==> src/ccc_pkg.sv <==
// package for the backup cell charger control block
// assumes a single clock domain; power state arrives as a coded input
package ccc_pkg;

   // ************************************************************
   // power states
   // ************************************************************
   typedef enum logic [1:0] {
      CCC_PWR_RUN      = 2'b00,
      CCC_PWR_STANDBY  = 2'b01,
      CCC_PWR_DEEP_OFF = 2'b10,
      CCC_PWR_OTHER    = 2'b11
   } ccc_pwr_e;

   // ************************************************************
   // widths, reset values and current levels
   // ************************************************************
   localparam int   CCC_VCODE_W       = 4;
   localparam logic CCC_EN_RST        = 1'b0;
   localparam logic CCC_CUR_LOW       = 1'b0;  // 10 uA
   localparam logic CCC_CUR_HIGH      = 1'b1;  // 60 uA
   localparam int   CCC_CUR_LOW_UA    = 10;
   localparam int   CCC_CUR_HIGH_UA   = 60;

   // target level in tens of millivolts per code
   localparam int   CCC_LVL_W         = 9;
   localparam logic [CCC_LVL_W-1:0] CCC_LVL_CODE0    = 9'h0B4;  // 1.80 V
   localparam logic [CCC_LVL_W-1:0] CCC_LVL_CODE1    = 9'h0C8;  // 2.00 V
   localparam logic [CCC_LVL_W-1:0] CCC_LVL_BASE     = 9'h0C8;  // 2.0 V + (n-1) * 0.1 V, 1<=n<=14
   localparam logic [CCC_LVL_W-1:0] CCC_LVL_STEP     = 9'h00A;  // 0.1 V
   localparam logic [CCC_LVL_W-1:0] CCC_LVL_CODE15   = 9'h168;  // 3.60 V
   localparam logic [CCC_VCODE_W-1:0] CCC_CODE_MIN   = 4'h0;
   localparam logic [CCC_VCODE_W-1:0] CCC_CODE_ONE   = 4'h1;
   localparam logic [CCC_VCODE_W-1:0] CCC_CODE_MAX   = 4'hF;

endpackage

==> src/ccc_charger_ctrl.sv <==
// control logic of the backup cell constant-current charger
// assumes register writes arrive as one-cycle strobes from the serial
// interface, power state and stay-in-off option come from the state machine,
// undervoltage comparator output is asynchronous to mclk_i
`timescale 1ns/1ns

module ccc_charger_ctrl (
   input  wire logic                            mclk_i,
   input  wire logic                            reset_i,
   input  wire logic                            uv_above_threshold_i,
   input  wire logic [1:0]                      power_state_i,
   input  wire logic                            stay_in_deep_off_i,
   input  wire logic                            on_enable_wr_i,
   input  wire logic                            on_enable_wdata_i,
   input  wire logic                            off_enable_wr_i,
   input  wire logic                            off_enable_wdata_i,
   input  wire logic                            vcode_wr_i,
   input  wire logic [ccc_pkg::CCC_VCODE_W-1:0] vcode_wdata_i,
   input  wire logic                            fuse_load_i,
   input  wire logic [ccc_pkg::CCC_VCODE_W-1:0] fuse_backup_target_voltage_code_i,
   output logic                                 backup_charge_on_enable_o,
   output logic                                 backup_charge_deep_off_enable_o,
   output logic [ccc_pkg::CCC_VCODE_W-1:0]      backup_target_voltage_code_o,
   output logic                                 charger_enable_o,
   output logic                                 charger_current_high_o,
   output logic [ccc_pkg::CCC_LVL_W-1:0]        charger_target_level_o
);

   // ************************************************************
   // undervoltage comparator synchroniser and rising edge
   // ************************************************************
   logic                             uv_s1_ff;
   logic                             uv_s2_ff;
   logic                             uv_s3_ff;
   logic                             uv_state_ff;
   logic                             uv_rise;

   always_ff @(posedge mclk_i) begin
      if (reset_i) begin
         uv_s1_ff <= 1'b0;
         uv_s2_ff <= 1'b0;
         uv_s3_ff <= 1'b0;
      end else begin
         uv_s1_ff <= uv_above_threshold_i;
         uv_s2_ff <= uv_s1_ff;
         uv_s3_ff <= uv_s2_ff;
      end
   end

   // a change counts once the second and third stages agree
   always_ff @(posedge mclk_i) begin
      if (reset_i) begin
         uv_state_ff <= 1'b0;
      end else if (uv_s2_ff == uv_s3_ff) begin
         uv_state_ff <= uv_s3_ff;
      end
   end

   assign uv_rise = (uv_s2_ff == uv_s3_ff) && uv_s3_ff && !uv_state_ff;

   // ************************************************************
   // enable bits
   // ************************************************************
   always_ff @(posedge mclk_i) begin
      if (reset_i) begin
         backup_charge_on_enable_o <= ccc_pkg::CCC_EN_RST;
      end else if (uv_rise) begin
         backup_charge_on_enable_o <= ccc_pkg::CCC_EN_RST;
      end else if (on_enable_wr_i) begin
         backup_charge_on_enable_o <= on_enable_wdata_i;
      end
   end

   always_ff @(posedge mclk_i) begin
      if (reset_i) begin
         backup_charge_deep_off_enable_o <= ccc_pkg::CCC_EN_RST;
      end else if (uv_rise) begin
         backup_charge_deep_off_enable_o <= ccc_pkg::CCC_EN_RST;
      end else if (off_enable_wr_i) begin
         backup_charge_deep_off_enable_o <= off_enable_wdata_i;
      end
   end

   // ************************************************************
   // target voltage code
   // ************************************************************
   // the fuse value is reloaded on each supply rise as well
   always_ff @(posedge mclk_i) begin
      if (reset_i) begin
         backup_target_voltage_code_o <= ccc_pkg::CCC_CODE_MIN;
      end else if (fuse_load_i || uv_rise) begin
         backup_target_voltage_code_o <= fuse_backup_target_voltage_code_i;
      end else if (vcode_wr_i) begin
         backup_target_voltage_code_o <= vcode_wdata_i;
      end
   end

   localparam int CCC_LVL_W = ccc_pkg::CCC_LVL_W;

   logic [ccc_pkg::CCC_LVL_W-1:0] nxt_level;

   always_comb begin
      if (backup_target_voltage_code_o == ccc_pkg::CCC_CODE_MIN) begin
         nxt_level = ccc_pkg::CCC_LVL_CODE0;
      end else if (backup_target_voltage_code_o == ccc_pkg::CCC_CODE_MAX) begin
         nxt_level = ccc_pkg::CCC_LVL_CODE15;
      end else begin
         nxt_level = ccc_pkg::CCC_LVL_BASE + CCC_LVL_W'(ccc_pkg::CCC_LVL_STEP
                     * CCC_LVL_W'(backup_target_voltage_code_o - ccc_pkg::CCC_CODE_ONE));
      end
   end

   always_ff @(posedge mclk_i) begin
      if (reset_i) begin
         charger_target_level_o <= ccc_pkg::CCC_LVL_CODE0;
      end else begin
         charger_target_level_o <= nxt_level;
      end
   end

   // ************************************************************
   // charger enable and current select
   // ************************************************************
   logic nxt_enable;
   logic nxt_cur_high;

   always_comb begin
      nxt_enable   = 1'b0;
      nxt_cur_high = ccc_pkg::CCC_CUR_LOW;
      case (ccc_pkg::ccc_pwr_e'(power_state_i))
         ccc_pkg::CCC_PWR_RUN: begin
            nxt_enable   = backup_charge_on_enable_o;
            nxt_cur_high = ccc_pkg::CCC_CUR_HIGH;
         end
         ccc_pkg::CCC_PWR_STANDBY: begin
            nxt_enable   = backup_charge_on_enable_o;
            nxt_cur_high = ccc_pkg::CCC_CUR_LOW;
         end
         ccc_pkg::CCC_PWR_DEEP_OFF: begin
            nxt_enable   = backup_charge_deep_off_enable_o && stay_in_deep_off_i;
            nxt_cur_high = ccc_pkg::CCC_CUR_LOW;
         end
         default: begin
            nxt_enable   = 1'b0;
            nxt_cur_high = ccc_pkg::CCC_CUR_LOW;
         end
      endcase
   end

   always_ff @(posedge mclk_i) begin
      if (reset_i) begin
         charger_enable_o       <= 1'b0;
         charger_current_high_o <= ccc_pkg::CCC_CUR_LOW;
      end else begin
         charger_enable_o       <= nxt_enable;
         charger_current_high_o <= nxt_cur_high;
      end
   end

   // ************************************************************
   // checks
   // ************************************************************
   chk_run_enable: assert property (@(posedge mclk_i) disable iff (reset_i)
      !$past(reset_i) && ($past(power_state_i) == 2'b00 || $past(power_state_i) == 2'b01) |->
      charger_enable_o == $past(backup_charge_on_enable_o))
      else $error("charger enable does not follow on-enable in run or standby");

   chk_uv_clear: assert property (@(posedge mclk_i) disable iff (reset_i)
      uv_rise |=> !backup_charge_on_enable_o && !backup_charge_deep_off_enable_o)
      else $error("enables not cleared on supply rise");

   chk_uv_sync: assert property (@(posedge mclk_i) disable iff (reset_i)
      uv_rise |-> $past(uv_above_threshold_i, 2) && $past(uv_above_threshold_i, 3) && !$past(uv_rise))
      else $error("supply rise not confirmed by two samples");

   chk_run_current: assert property (@(posedge mclk_i) disable iff (reset_i)
      !$past(reset_i) && $past(power_state_i) == 2'b00 |-> charger_current_high_o)
      else $error("run mode not at high current");

   chk_stby_current: assert property (@(posedge mclk_i) disable iff (reset_i)
      $past(power_state_i) == 2'b01 |-> !charger_current_high_o)
      else $error("standby not at low current");

   chk_off_enable: assert property (@(posedge mclk_i) disable iff (reset_i)
      $past(power_state_i) == 2'b10 |->
      charger_enable_o == ($past(backup_charge_deep_off_enable_o) && $past(stay_in_deep_off_i))
      && !charger_current_high_o)
      else $error("deep-off charging wrong");

   chk_off_stay: assert property (@(posedge mclk_i) disable iff (reset_i)
      $past(power_state_i) == 2'b10 && !$past(stay_in_deep_off_i) |-> !charger_enable_o)
      else $error("deep-off charging without stay option");

   chk_level_ends: assert property (@(posedge mclk_i) disable iff (reset_i)
      ($past(backup_target_voltage_code_o) == 4'hF |-> charger_target_level_o == 9'h168) and
      ($past(backup_target_voltage_code_o) == 4'h0 |-> charger_target_level_o == 9'h0B4) and
      ($past(backup_target_voltage_code_o) == 4'h2 |-> charger_target_level_o == 9'h0D2))
      else $error("target level decode wrong");

   chk_fuse_load: assert property (@(posedge mclk_i) disable iff (reset_i)
      fuse_load_i |=> backup_target_voltage_code_o == $past(fuse_backup_target_voltage_code_i))
      else $error("fuse code not loaded");

   chk_other_off: assert property (@(posedge mclk_i) disable iff (reset_i)
      $past(power_state_i) == 2'b11 |-> !charger_enable_o)
      else $error("charger enabled in other state");

   cov_run_charge:  cover property (@(posedge mclk_i) charger_enable_o && charger_current_high_o);
   cov_stby_charge: cover property (@(posedge mclk_i) charger_enable_o && !charger_current_high_o);
   cov_uv_clear:    cover property (@(posedge mclk_i) uv_rise && backup_charge_on_enable_o);

endmodule

==> config.mk <==
export PLATFORM = sky130hd
export DESIGN_NAME = ccc_charger_ctrl
export DESIGN_NICKNAME = d
export VERILOG_FILES = /design/src/ccc_pkg.sv /design/src/ccc_charger_ctrl.sv
export SDC_FILE = /design/constraint.sdc
export NUM_CORES = 1
export LEC_CHECK = 0
export ABC_AREA = 1
export BUFFER_PORTS_ARGS = -buffer_cell sky130_fd_sc_hd__buf_2
export CAP_MARGIN = 40
export CELL_PAD_IN_SITES_DETAIL_PLACEMENT = 0
export CELL_PAD_IN_SITES_GLOBAL_PLACEMENT = 1
export CORE_ASPECT_RATIO = 0.75
export CORE_MARGIN = 5
export CORE_UTILIZATION = 38
export DETAILED_ROUTE_END_ITERATION = 10
export HOLD_SLACK_MARGIN = 0.15
export PLACE_DENSITY = 0.89
export SYNTH_ARGS = -nofsm -noshare
export SYNTH_HDL_FRONTEND = slang
export SYNTH_SLANG_ARGS = --single-unit
==> constraint.sdc <==
create_clock -name mclk_i -period 4.3 [get_ports mclk_i]
set_input_delay 0.86 -clock mclk_i [delete_from_list [all_inputs] [get_ports mclk_i]]
set_output_delay 0.86 -clock mclk_i [all_outputs]
set_load 0.01 [all_outputs]
==> results.sh <==
export IMPL_yosys_register_bits=20
export IMPL_yosysTopAreaCellShare_pct=34.74
export IMPL_synthTopCellsByCount="nand2_1, dfxtp_1, nor2_1"
export IMPL_area_growth_pct=22.69
export IMPL_initialDrtViolationCount=26
export IMPL_wl_per_cell_um=10.74
export IMPL_layout_setup_ws_ps=1726
export IMPL_rsz0062_at_grt="no"
export IMPL_synth_edf_count=0
export IMPL_p_sw_share_pct=35.94
export IMPL_detailedPlace_worstSlack_ps=1728
export IMPL_pin_count=37
export IMPL_yosysMostFrequentCell="nand2_1"
export IMPL_timing_fmax_mhz=388.5
export IMPL_dp_cells=218
export IMPL_vias_per_cell=4.622
export IMPL_clock_sinks=20
export IMPL_ff_latch_area_um2=400.4
export IMPL_n_antenna_cell=0
export IMPL_layout_drive_gt1_share_pct=29.35
export IMPL_grt_pass1_wl_um=3995
export IMPL_ir_drop_mv=0.2067
export IMPL_cts_root_buf="clkbuf_8"
export IMPL_fin_crit_sh_pct=59.86
export IMPL_layoutNonFillerInstCount=222
export IMPL_clk_pin_slew_worst_paths_ps=70
export IMPL_hold_class="reg2reg"
export IMPL_yosysWarnings=0
export IMPL_synth_largest_area_cell="dfxtp_1"
export IMPL_maxCapViolCount=0
export IMPL_synthArstFlopShare_pct=0
export IMPL_r2r_setup_slack_ps=1730
export IMPL_status="complete, no violations"
export IMPL_port_buffers=35
export IMPL_die_w_um=73.59
export IMPL_postCtsSetupBuffers=0
export IMPL_route_detailed_drc=0
export IMPL_final_hold_violation_count=0
export IMPL_die_area_um2=4245
export IMPL_antenna_found_initial=0
export IMPL_period_needed_ps=2574
export IMPL_start_kind="flip-flop"
export IMPL_setup_viol_count_final=0
export IMPL_crit_fanout=5
export IMPL_start_util_pct=39.26
export IMPL_pwr_share_seq_pct=34.9
export IMPL_overflow=0
export IMPL_rr_worst_depth=14
export IMPL_htree_levels=1
export IMPL_vias=1026
export IMPL_cts_buffers=3
export IMPL_first_pass_iters=4
export IMPL_slew_violations=0
export IMPL_path_class="reg2reg"
export IMPL_grt_total_usage_pct=11.96
export IMPL_final_nets=218
export IMPL_row_count=17
export IMPL_power_switching_uw=228.8
export IMPL_setup_tns_ps=0
export IMPL_fillers=300
export IMPL_syn_inst=148
export IMPL_grt_max_degree=12
export IMPL_clkPwrFrac_pct=21.5
export IMPL_pwr_share_comb_pct=43.6
export IMPL_reg2reg_from="backup_target_voltage_code_o[0]$_SDFFE_PP0P_"
export IMPL_multiInputGateArea_um2=653.1
export IMPL_die_y_um=57.69
export IMPL_place_congestion=0.7809
export IMPL_tritoncts="done"
export IMPL_clk_latency_ps=250
export IMPL_worstHoldStart="uv_s1_ff$_SDFF_PP0_"
export IMPL_synthesis_nets=181
export IMPL_crit_path_end="charger_target_level_o[8]$_SDFF_PP0_"
export IMPL_cellLeakagePower_uw=0.0007347
export IMPL_drtAntennaViolNets=0
export IMPL_netlist_top_cells_area="dfxtp_1, ha_1, nand2_1, nor2_1, nand3_1"
export IMPL_core_area_um2=2935
export IMPL_drt_total_wl_um=2384
export IMPL_critPathLaunch="backup_target_voltage_code_o[0]$_SDFFE_PP0P_"
export IMPL_cts_hold_buf=0
export IMPL_p_per_area_nw_per_um2=450.2
export IMPL_power_internal_uw=407.8
export IMPL_cp_data_arrival_time_ps=2730
export IMPL_cts_resized=0
export IMPL_r2r_end="charger_target_level_o[8]$_SDFF_PP0_"
export IMPL_syn_area_um2=1152
export IMPL_cts_buffer_depth=2
export IMPL_crit_path_end_kind="flip-flop"
export IMPL_synth_distinct_cells=28
export IMPL_required_ps=4450
export IMPL_synth_main_ff_cell="dfxtp_1"
export IMPL_syn_avg_cell_area_um2=7.786
export IMPL_ys_seq_area_share_pct=34.74
export IMPL_grt_pass1_vias=965
export IMPL_skew_ps=4.663
export IMPL_dp_hpwl_um=2036
[power by group through the flow]
stage | registers (µW) | clock network, µW | logic, µW
global placement | 225 | 0 | 270
global route | 226 | 151 | 315
detailed placement | 226 | 0 | 277
floorplan | 240 | 0 | 193
CTS | 222 | 141 | 280
finish | 222 | 137 | 277
[sequential cells by signal, indices dropped and copies added, names as in the netlist]
| signal | cells |
|---|---|
| backup_target_voltage_code_o | 4 |
| backup_charge_deep_off_enable_o | 1 |
| uv_s1_ff | 1 |
| uv_s3_ff | 1 |
| uv_state_ff | 1 |
| charger_enable_o | 1 |
| charger_target_level_o | 8 |
| uv_s2_ff | 1 |
| backup_charge_on_enable_o | 1 |
| charger_current_high_o | 1 |
[worst min path at each step]
stage | end | depth (start not counted)
after detailed placement | uv_s2_ff$_SDFF_PP0_ | 2
after CTS | uv_s2_ff$_SDFF_PP0_ | 2
after global placement | uv_s2_ff$_SDFF_PP0_ | 2
after floorplan | uv_s2_ff$_SDFF_PP0_ | 2
final | uv_s2_ff$_SDFF_PP0_ | 2
after global routing | uv_s3_ff$_SDFF_PP0_ | 2
[metal layers]
metal | part of all wire (%) | vias to the layer above | wire length (µm) | global-route usage (%)
li1 | - | 544 | - | -
met1 | 49 | 452 | 1160 | 15.40
met2 | 43 | 25 | 1020 | 18.18
met3 | 7.1 | 5 | 170 | 4.853
met4 | 1.4 | 0 | 33 | 3.876
met5 | 0 | - | 0 | 0
[worst max-delay path: stages (launching register included)]
cell and delay (ps):
dfxtp_1 390, inv_1 120, ha_1 260, xor2_1 200, ha_1 180, ha_1 180
inv_1 60, fa_1 530, nor2_1 100, nor2_4 130, nand3_1 90, nand2_1 70
nand3_1 70, nand2_1 60, inv_1 30
[cells in the final DEF, fill, tap and decap left out]
cell type  Yosys  layout
xor2_1         4       4
ha_1          12      12
clkbuf_8       0       4
nor2_1        18      18
dfxtp_1       20      20
nand2_1       23      23
mux2i_1        2       2
nor2_2         1       1
inv_2          4       4
inv_1         17      17
nand3_2        1       1
nor2_4         2       2
fa_1           1       1
clkinv_1       1       1
a211oi_1       4       4
nor3_2         1       1
a21oi_2        1       1
buf_2          1      35
nand3_1       13      13
xnor2_1        1       1
a21oi_1        8       8
a21oi_4        1       1
o21ai_0        3       3
nand2_2        4       4
nor3_1         1       1
conb_1         1       1
nand3b_1       1       1
[per-stage QoR]
step | power [µW] | hold slack (ps) | util (%) | cell area, µm²
2_1_floorplan | 432.7 | 388.3 | - | 1152
3_3_place_gp | 495.6 | 393.8 | 46.29 | 1359
3_5_place_dp | 503.3 | 403.8 | 46.29 | 1359
4_1_cts | 643.0 | 413.9 | 48.17 | 1414
5_1_grt | 691.8 | 448.3 | 48.17 | 1414
6_report | 636.6 | 407.8 | 48.17 | 1414
[logic make-up after synthesis]
group / Yosys count / synth area share [%]
flops: 20 / 34.74
mux: 2 / 1.737
simple gates: 65 / 26.49
xor+xnor: 5 / 3.800
other cells: 1 / 0.3254
buf+inv: 25 / 8.576
compound gates: 17 / 9.555
fa+ha+maj: 13 / 14.77
[cell type report]
class	count	share of cell area, %
Sequential cell	20	28.32
Timing Repair Buffer	35	12.39
Clock buffer	4	3.894
Inverter	22	5.841
Multi-Input combinational cell	103	46.19
Tap cell	38	3.363
Note: power is estimated with default switching activity, not from simulation.
